`src/logic/trig_sync_pkg.sv`:
```
// Notes on behaviour
// - software source: a host start command begins output conversions at once.
// - external source: start on chosen rising or falling edge of external trigger.
// - slave takes trigger and sample clock from link, ignores external trigger as a start.
// - slave: link trigger is the only start trigger, other sources ignored.
// - samples are offset binary; zeros negative full scale, ones positive.
// - converter running out of host samples while running raises underrun event.
// - master drives its start trigger and sample clock onto the link.
// - default mode none: local clock, link not driven; link used only as a reference trigger source.
// - programmed sync mode holds until software changes it or application exits.
// - master and armed slaves start within one conversion period; here a slave starts three clocks after the master.
// - stopping master does not stop slaves; each stops on its own command.
// - each module's sample rate is programmed independently.
// - slave to single-trigger peer: reference trigger is external or threshold only.
// - local sample timing comes from the shared internal reference clock.
package trig_sync_pkg;

  // ----------------------------------------------------------------
  // modes and sources
  // ----------------------------------------------------------------
  typedef enum logic [1:0] {SYNC_NONE, SYNC_MASTER, SYNC_SLAVE} syncMode_e;
  typedef enum logic [1:0] {SRC_SOFTWARE, SRC_EXT_POS, SRC_EXT_NEG} trigSrc_e;
  typedef enum logic [1:0] {REF_NONE, REF_EXT, REF_THRESH, REF_LINK} refSrc_e;

  // ----------------------------------------------------------------
  // widths and reset values
  // ----------------------------------------------------------------
  localparam int        SAMPLE_W     = 32;
  localparam int        RATE_W       = 16;
  localparam logic [15:0] RATE_DIV_RST = 16'h00de;
  localparam logic [31:0] SAMPLE_RST   = 32'h80000000;

endpackage

```
`src/logic/output_trigger_and_module_sync.sv`:
```
`timescale 1ns/1ps
module output_trigger_and_module_sync
  import trig_sync_pkg::*;
#(
  parameter int SAMPLE_WIDTH = SAMPLE_W,
  parameter int DIV_WIDTH    = RATE_W
) (
  input  wire logic                    clk,
  input  wire logic                    rst_n,
  input  wire syncMode_e               syncMode,
  input  wire logic                    syncModeWrite,
  input  wire logic                    appExit,
  input  wire trigSrc_e                trigSource,
  input  wire refSrc_e                 refSource,
  input  wire logic                    singleTrigPeer,
  input  wire logic [DIV_WIDTH-1:0]    rateDiv,
  input  wire logic                    arm,
  input  wire logic                    startCmd,
  input  wire logic                    stopCmd,
  input  wire logic                    extTrig,
  input  wire logic                    thresholdHit,
  input  wire logic                    linkTrigIn,
  input  wire logic                    linkClkIn,
  input  wire logic [SAMPLE_WIDTH-1:0] sampleData,
  input  wire logic                    sampleValid,
  output logic                         sampleReady,
  output logic [SAMPLE_WIDTH-1:0]      dacCode,
  output logic                         dacStrobe,
  output logic                         running,
  output logic                         waiting,
  output logic                         underrunEvent,
  output logic                         refTrigEvent,
  output logic                         linkTrigOut,
  output logic                         linkTrigOe,
  output logic                         linkClkOut,
  output logic                         linkClkOe,
  output syncMode_e                    activeMode
);

  // ----------------------------------------------------------------
  // run state
  // ----------------------------------------------------------------
  typedef enum logic [1:0] {ST_IDLE, ST_ARMED, ST_RUN} run_e;

  run_e                    state_q;
  run_e                    state_d;
  syncMode_e               mode_q;
  syncMode_e               mode_d;
  logic [1:0]              extSync_q;
  logic [1:0]              linkSync_q;
  logic [1:0]              linkClkSync_q;
  logic                    extPrev_q;
  logic                    linkPrev_q;
  logic                    linkClkPrev_q;
  logic [DIV_WIDTH-1:0]    divCnt_q;
  logic [DIV_WIDTH-1:0]    divCnt_d;
  logic [SAMPLE_WIDTH-1:0] code_q;
  logic                    strobe_q;
  logic                    underrun_q;
  logic                    trigPulse_q;
  logic                    refEvt_q;
  logic                    clkOut_q;

  // ----------------------------------------------------------------
  // state decode
  // ----------------------------------------------------------------
  wire inIdle  = (state_q == ST_IDLE);
  wire inArmed = (state_q == ST_ARMED);
  wire inRun   = (state_q == ST_RUN);

  // ----------------------------------------------------------------
  // sync mode register
  // ----------------------------------------------------------------
  // mode only moves on an explicit write or an exit; exit wins over a write
  always_comb begin
    mode_d = mode_q;
    if (appExit) begin
      mode_d = SYNC_NONE;
    end else if (syncModeWrite) begin
      mode_d = syncMode;
    end
  end

  always_ff @(posedge clk or negedge rst_n) begin
    if (!rst_n) begin
      mode_q <= SYNC_NONE;
    end else begin
      mode_q <= mode_d;
    end
  end

  wire isMaster = (mode_q == SYNC_MASTER);
  wire isSlave  = (mode_q == SYNC_SLAVE);

  // ----------------------------------------------------------------
  // input synchronisers
  // ----------------------------------------------------------------
  // first stage feeds only the second; edges looked at on stage two
  always_ff @(posedge clk or negedge rst_n) begin
    if (!rst_n) begin
      extSync_q <= 2'h0;
      extPrev_q <= 1'b0;
    end else begin
      extSync_q <= {extSync_q[0], extTrig};
      extPrev_q <= extSync_q[1];
    end
  end

  always_ff @(posedge clk or negedge rst_n) begin
    if (!rst_n) begin
      linkSync_q <= 2'h0;
      linkPrev_q <= 1'b0;
    end else begin
      linkSync_q <= {linkSync_q[0], linkTrigIn};
      linkPrev_q <= linkSync_q[1];
    end
  end

  always_ff @(posedge clk or negedge rst_n) begin
    if (!rst_n) begin
      linkClkSync_q <= 2'h0;
      linkClkPrev_q <= 1'b0;
    end else begin
      linkClkSync_q <= {linkClkSync_q[0], linkClkIn};
      linkClkPrev_q <= linkClkSync_q[1];
    end
  end

  // ----------------------------------------------------------------
  // edge detection
  // ----------------------------------------------------------------
  // one delayed copy per pin, so each pin edge gives a single cycle
  wire extRise     = extSync_q[1] & ~extPrev_q;
  wire extFall     = ~extSync_q[1] & extPrev_q;
  wire linkRise    = linkSync_q[1] & ~linkPrev_q;
  wire linkClkRise = linkClkSync_q[1] & ~linkClkPrev_q;

  // ----------------------------------------------------------------
  // start trigger selection
  // ----------------------------------------------------------------
  wire srcSoftware = (trigSource == SRC_SOFTWARE);
  wire srcExtPos   = (trigSource == SRC_EXT_POS);
  wire srcExtNeg   = (trigSource == SRC_EXT_NEG);
  wire extEdge     = (srcExtPos & extRise) | (srcExtNeg & extFall);
  wire swStart     = srcSoftware & startCmd;
  wire localStart  = swStart | extEdge;
  // slave listens to the link alone; local sources are dropped
  wire startTrig   = isSlave ? linkRise : localStart;
  // a slave armed after the link trigger never sees a start
  wire doStart     = inArmed & startTrig;

  // ----------------------------------------------------------------
  // reference trigger selection
  // ----------------------------------------------------------------
  wire refSelExt    = (refSource == REF_EXT);
  wire refSelThresh = (refSource == REF_THRESH);
  wire refSelLink   = (refSource == REF_LINK);
  // a single-trigger peer spends its one link pulse on the start
  wire refLinkOk    = ~(isSlave & singleTrigPeer);
  wire refExtHit    = refSelExt & extRise;
  wire refThrHit    = refSelThresh & thresholdHit;
  wire refLinkHit   = refSelLink & linkRise & refLinkOk;
  wire refHit       = refExtHit | refThrHit | refLinkHit;

  // ----------------------------------------------------------------
  // sample tick
  // ----------------------------------------------------------------
  // local divider from the internal reference, independent per module
  wire divDone    = (divCnt_q == '0);
  wire localTick  = inRun & divDone;
  wire slaveTick  = inRun & linkClkRise;
  // slave paces on the master's clock, none and master on the local one
  wire sampleTick = isSlave ? slaveTick : localTick;

  always_comb begin
    divCnt_d = divCnt_q - 1'b1;
    if (!inRun || divDone) begin
      divCnt_d = rateDiv;
    end
  end

  always_ff @(posedge clk or negedge rst_n) begin
    if (!rst_n) begin
      divCnt_q <= '0;
    end else begin
      divCnt_q <= divCnt_d;
    end
  end

  // ----------------------------------------------------------------
  // run state machine
  // ----------------------------------------------------------------
  // stop is local only; a master stopping sends nothing to the slaves
  always_comb begin
    state_d = state_q;
    case (state_q)
      ST_IDLE: begin
        if (arm) begin
          state_d = ST_ARMED;
        end
      end
      ST_ARMED: begin
        if (stopCmd) begin
          state_d = ST_IDLE;
        end else if (doStart) begin
          state_d = ST_RUN;
        end
      end
      ST_RUN: begin
        if (stopCmd) begin
          state_d = ST_IDLE;
        end
      end
      default: begin
        state_d = ST_IDLE;
      end
    endcase
  end

  always_ff @(posedge clk or negedge rst_n) begin
    if (!rst_n) begin
      state_q <= ST_IDLE;
    end else begin
      state_q <= state_d;
    end
  end

  // ----------------------------------------------------------------
  // sample path
  // ----------------------------------------------------------------
  // code passes through untouched; offset binary midscale at reset
  wire takeSample = sampleTick & sampleValid;
  wire starved    = sampleTick & ~sampleValid;

  always_ff @(posedge clk or negedge rst_n) begin
    if (!rst_n) begin
      code_q <= SAMPLE_RST;
    end else if (takeSample) begin
      code_q <= sampleData;
    end
  end

  always_ff @(posedge clk or negedge rst_n) begin
    if (!rst_n) begin
      strobe_q <= 1'b0;
    end else begin
      strobe_q <= takeSample;
    end
  end

  // a tick with nothing offered is a lost sample, not a stall
  always_ff @(posedge clk or negedge rst_n) begin
    if (!rst_n) begin
      underrun_q <= 1'b0;
    end else begin
      underrun_q <= starved;
    end
  end

  // ----------------------------------------------------------------
  // link drive
  // ----------------------------------------------------------------
  // master pulses its start once per start and its sample clock once per tick
  wire masterStart = isMaster & doStart;
  wire masterTick  = isMaster & localTick;

  always_ff @(posedge clk or negedge rst_n) begin
    if (!rst_n) begin
      trigPulse_q <= 1'b0;
    end else begin
      trigPulse_q <= masterStart;
    end
  end

  always_ff @(posedge clk or negedge rst_n) begin
    if (!rst_n) begin
      clkOut_q <= 1'b0;
    end else begin
      clkOut_q <= masterTick;
    end
  end

  // reference events only count while the run is live
  always_ff @(posedge clk or negedge rst_n) begin
    if (!rst_n) begin
      refEvt_q <= 1'b0;
    end else begin
      refEvt_q <= inRun & refHit;
    end
  end

  // ----------------------------------------------------------------
  // outputs
  // ----------------------------------------------------------------
  // link outputs gated by mode so a mode change cuts them at once
  assign sampleReady   = sampleTick;
  assign dacCode       = code_q;
  assign dacStrobe     = strobe_q;
  assign running       = inRun;
  assign waiting       = inArmed & ~inIdle;
  assign underrunEvent = underrun_q;
  assign refTrigEvent  = refEvt_q;
  assign linkTrigOut   = trigPulse_q & isMaster;
  assign linkTrigOe    = isMaster;
  assign linkClkOut    = clkOut_q & isMaster;
  assign linkClkOe     = isMaster;
  assign activeMode    = mode_q;

endmodule // output_trigger_and_module_sync

```
`config.mk`:
```
export PLATFORM = sky130hd
export DESIGN_NAME = output_trigger_and_module_sync
export DESIGN_NICKNAME = d
export VERILOG_FILES = /design/src/logic/trig_sync_pkg.sv /design/src/logic/output_trigger_and_module_sync.sv
export SDC_FILE = /design/constraint.sdc
export NUM_CORES = 1
export LEC_CHECK = 0
export ABC_AREA = 1
export BUFFER_PORTS_ARGS = -buffer_cell sky130_fd_sc_hd__buf_2
export CORE_MARGIN = 2
export CORE_UTILIZATION = 49
export CTS_CLUSTER_SIZE = 8
export DETAILED_ROUTE_END_ITERATION = 8
export GPL_ROUTABILITY_DRIVEN = 1
export PLACE_DENSITY = 0.82
export SYNTH_ARGS = -nofsm -noshare
export SYNTH_HDL_FRONTEND = slang
export SYNTH_SLANG_ARGS = --single-unit
```
`constraint.sdc`:
```
create_clock -name clk -period 2.2 [get_ports clk]
set_input_delay 0.33 -clock clk [delete_from_list [all_inputs] [get_ports clk]]
set_output_delay 0.33 -clock clk [all_outputs]
set_load 0.1 [all_outputs]
```
=== Word-level counts from Yosys, hierarchy flattened ===
Index checks and enable logic that the tools add are counted.
Widths: inputs -> output; s select.

* Flip-flop bits (word level): 66
* Bits in latches: 0
* Bits in writable memories: 0
* ROM bits: 0
* Input port bits: 67
* Memories: 0

* $add $sub $neg: 1
* Multipliers: 0
* Div/mod/pow operators: 0
* Magnitude comparators: 0
* Equal/unequal tests: 12
* Shifts and indexed selects: 0
* Muxes and demuxes: 10
* Bitwise logic cells: 34
* Reductions and logical operators: 7

{| class="wikitable"
|+ Operator list
! operator !! number
|-
| $and 1x1->1 || 23
|-
| $logic_not 16->1 || 1
|-
| $mux 16 || 1
|-
| $sub 16x1->16 const B || 1
|-
| $mux 2 || 6
|-
| $eq 2x2->1 const B || 5
|-
| $eq 2x1->1 const B || 4
|-
| $not 1->1 || 7
|-
| $pmux 2 s3 || 1
|-
| $logic_not 2->1 || 2
|-
| $ne 2x2->1 const B || 2
|-
| $or 1x1->1 || 4
|-
| $ne 3x2->1 const B || 1
|-
| $reduce_and 3->1 || 1
|-
| $mux 1 || 2
|-
| $reduce_bool 2->1 || 1
|-
| $logic_not 1->1 || 1
|-
| $logic_or 1x1->1 || 1
|}

=== Longest topological paths before layout ===
* Depth after elaboration: 10
* Gate-level depth with buffers: 10

=== Worst setup path before layout ===
Ideal clock, no wire load.

* Kind: register to output
* Start point: register mode_q[0] (netlist: activeMode[0])
* End point: output port linkClkOut
* Arrival time: 4.069 ns
* Slack: -2.199 ns
* Cell stages (with the launch flop): 5
* Path through: dfrtp_1 > inv_1 > nor2_1 > inv_1 > nor2_1

* Longest elaborated chain between the ends: 2

{| class="wikitable"
|+ Ends and longest elaborated chain
! element !! RTL line !! RTL
|-
| start: declaration || output_trigger_and_module_sync.sv:47 || <nowiki>syncMode_e mode_q;</nowiki>
|-
| start signal: assignment || output_trigger_and_module_sync.sv:88 || <nowiki>mode_q <= mode_d;</nowiki>
|-
| $eq 2x1->1 || output_trigger_and_module_sync.sv:92 || <nowiki>wire isMaster = (mode_q == SYNC_MASTER);</nowiki>
|-
| net linkClkOe || output_trigger_and_module_sync.sv:36 || <nowiki>output logic linkClkOe,</nowiki>
|-
| $and 1x1->1 || output_trigger_and_module_sync.sv:305 || <nowiki>assign linkClkOut = clkOut_q & isMaster;</nowiki>
|-
| end: declaration || output_trigger_and_module_sync.sv:35 || <nowiki>output logic linkClkOut,</nowiki>
|}

The timed path passes the listed nets, and every way through them passes these cells.

=== Worst setup path after layout ===
* Start point: register divCnt_q[0]
* End point: output port sampleReady

* Longest elaborated chain between the ends: 3

{| class="wikitable"
|+ Ends and longest elaborated chain
! element !! RTL line !! RTL
|-
| start: declaration || output_trigger_and_module_sync.sv:55 || <nowiki>logic [DIV_WIDTH-1:0] divCnt_q;</nowiki>
|-
| start signal: assignment || output_trigger_and_module_sync.sv:186 || <nowiki>divCnt_q <= divCnt_d;</nowiki>
|-
| $logic_not 16->1 || output_trigger_and_module_sync.sv:169 || <nowiki>wire divDone = (divCnt_q == '0);</nowiki>
|-
| $and 1x1->1 || output_trigger_and_module_sync.sv:170 || <nowiki>wire localTick = inRun & divDone;</nowiki>
|-
| $mux 1 || output_trigger_and_module_sync.sv:173 || <nowiki>wire sampleTick = isSlave ? slaveTick : localTick;</nowiki>
|-
| end: declaration || output_trigger_and_module_sync.sv:26 || <nowiki>output logic sampleReady,</nowiki>
|}

No other way between the ends.

==> results_dict.tcl <==
set metrics [dict create \
    status "completed" \
    coreArea_sq_mm 0.005816 \
    report.final.slew_viol_count 0 \
    routed_wl_microns 6496 \
    peakVddDrop_v 0.0007350 \
    ant_nets 0 \
    required_ps 1870 \
    crit_path_top_delay_cell "dfrtp_1" \
    worst_pin_slew_ps 509.1 \
    hold-worst-slack_ps 88.03 \
    h-tree-depth 3 \
    synth_top_area_cell "dfrtp_1" \
    synth_top_area_share_pct 56.06 \
    synthesis.nets 395 \
    setup_viol 0 \
    n_fill_cell 515 \
    ys_types 28 \
    syn_to_final_growth_pct 30.62 \
    min_period_ps 2037 \
    grt_max_degree 67 \
    synthTopCellsByArea "dfrtp_1 (56%), nand2_1 (14%), nand3_1 (7.4%)" \
    grt-ovfl-total 0 \
    antenna_found_initial 0 \
    wire_per_inst_microns 12.42 \
    critPathKind "reg -> out" \
    post-route-period-util_pct 92.57 \
    die_y_microns 80.95 \
    drt_iter0_markers 130 \
    max_freq_mhz 491.0 \
    numCtsBuffers 9 \
    dr.pass1.iters 4 \
    port_buffers 110 \
    slowest_delay_ps 380 \
    viasPerCell 4.843 \
    stdcell_area_sq_mm 0.003790 \
    hold_viol 0 \
    insertion_delay_ps 340 \
    startpoint_type "register" \
    syn-instance-count 327 \
    place_area_sq_mm 0.003553 \
    yosys_warnings 0 \
    crit_chain "inv_1 > ha_2 > nand2_2 > nor2_4 > nand4_2 > nand2_4 > buf_12" \
    cp.arrival_ps 1710 \
    cts_max_path_buffers 2 \
    root_buffer "clkbuf_8" \
    routabilityCongestion 0.8609 \
    die_width_microns 80.95 \
    grt_pass1_vias 2369 \
    io_pins 111 \
    clock-sinks 66 \
    p_per_area_mw_per_mm2 1141 \
    syn_area_per_cell_sq_um 8.873 \
    power.leakage_uw 0.002131 \
    finalClockSkew_ps 10.07 \
    dr_total_vias 2533 \
    diodes 0 \
    path_max_fanout 4 \
    holdCritPathClass "in -> reg" \
    synth.ff_latch_count 66 \
    rsz0062_at_grt "no" \
    path_clk_slew_ps 80 \
    fin_nets 511 \
    hpwl_microns 4588 \
    grt_pass1_wl_microns 10650 \
    total_power_uw 4323 \
    relSlewSlack_pct 66.29 \
    drive_above_1_share_pct 34.60 \
    grt_use_total_pct 21.39 \
    seq_area_frac_synth_pct 56.96 \
    start_util_pct 49.89 \
    syn-cell-area_sq_mm 0.002902 \
    die_area_sq_mm 0.006553 \
    cap_viol_max_count 0 \
    drc 0 \
    end_kind "primary output" \
    cts_tree "yes" \
    rows 28 \
]
synth_stat cells:
library cell / instances
a21oi_1: 1
a31oi_1: 2
buf_2: 1
buf_4: 5
buf_6: 4
clkbuf_1: 4
dfrtp_1: 65
dfstp_2: 1
ha_1: 1
inv_1: 22
nand2_1: 109
nand2_2: 3
nand2_4: 1
nand3_1: 43
nand4_1: 1
nand4_2: 1
nor2_1: 25
nor2_2: 2
nor2_4: 1
nor4_1: 1
nor4b_1: 1
o21ai_0: 15
o21ai_2: 1
o221ai_1: 1
o22ai_1: 1
or2_2: 1
xnor2_1: 5
xor2_1: 9
area by class of cell:
cell class	count	area [sq um]	area share (%)
clock inverters	7	77.57	2.047
well taps	75	93.84	2.476
flip-flops and latches	66	1658	43.74
multi-input cells	225	1104	29.12
repair buffers	119	648.1	17.10
clock buffers	9	123.9	3.268
inverters	22	85.08	2.245
metrics by stage:
stage	utilization, %	setup WS [ps]	TNS (ps)	instances
6_report	65.17	163.5	0	523
3_5_place_dp	61.10	390.2	0	504
3_3_place_gp	61.10	468.8	0	504
5_1_grt	65.17	35.65	0	523
2_1_floorplan	-	-44.51	-89.03	327
4_1_cts	64.74	11.74	0	521
per-layer routing:
metal  up-vias  routed length (microns)  track usage, %
met1      1172                     2763           26.95
met5         -                        0               0
li1       1266                        -               -
met4         0                       94           10.17
met2        87                     3167           34.55
met3         8                      470           5.444
cells by family (layout without fill, tap and decap cells):
| group | Yosys count | in the layout | share of synthesized area (%) |
|---|---|---|---|
| buffers and inverters | 36 | 157 | 6.382 |
| AO/OA/AOI/OAI | 21 | 21 | 4.010 |
| flip-flops | 66 | 66 | 56.96 |
| adder cells (fa/ha/maj) | 1 | 1 | 0.4312 |
| XOR/XNOR | 14 | 14 | 4.226 |
| AND/OR/NAND/NOR | 189 | 189 | 27.99 |
timing repair:
item / CTS / global route
hold buffers: 1 / 0
setup endpoints to repair: 0 / 1
endpoints found under the hold margin: 38 / 0
gates resized for setup: 0 / 3
setup buffers: 0 / 2
worst max-delay path, delay by kind of cell, from the launching register on:
kind | cells | cell delay [ps]
buffers and inverters | 2 | 260
adders and majority gates | 1 | 210
DFF | 1 | 380
and+or+nand+nor | 4 | 510
where the power goes:
part           internal (uW)  switching [uW]
Clock                    532             487
Sequential              1440             177
Combinational            356            1330
worst paths after layout:
path / start / end / slack (ps) / cells after the start
setup / recovery: divCnt_q[0]$_DFF_PN0_ / sampleReady / 160 / 7
hold / removal: linkTrigIn / linkSync_q[0]$_DFF_PN0_ / 90 / 1
setup reg to reg: divCnt_q[0]$_DFF_PN0_ / divCnt_q[13]$_DFF_PN0_ / 470 / 9
hold reg to reg: extSync_q[0]$_DFF_PN0_ / extSync_q[1]$_DFF_PN0_ / 350 / 0
max in group asynchronous: rst_n / dacCode[31]$_DFFE_PN1P_ / 1350 / 3
min in group asynchronous: rst_n / trigPulse_q$_DFF_PN0_ / 540 / 3
sequential cells by signal, indices dropped and copies added (netlist names):
name,count
trigPulse_q,1
clkOut_q,1
extPrev_q,1
state_q,2
dacStrobe,1
activeMode,2
extSync_q,2
linkClkPrev_q,1
linkClkSync_q,2
divCnt_q,16
dacCode,32
linkPrev_q,1
linkSync_q,2
refTrigEvent,1
underrunEvent,1
placed cells by master, fill, tap and decap left out, types with 2 or more instances in the layout:
cell type | netlist | final
nor2_1 | 25 | 20
dfrtp_1 | 65 | 63
xor2_1 | 9 | 9
nand2_1 | 109 | 109
nor2_2 | 2 | 3
nor2_4 | 1 | 5
buf_12 | 0 | 2
clkbuf_8 | 0 | 9
inv_6 | 0 | 2
nand3_1 | 43 | 43
buf_4 | 5 | 7
buf_2 | 1 | 109
nand2_4 | 1 | 2
clkinv_4 | 0 | 2
inv_1 | 22 | 20
o21ai_0 | 15 | 15
xnor2_1 | 5 | 5
a31oi_1 | 2 | 2
nand2_2 | 3 | 2
Note: power is estimated with default switching activity, not from simulation.
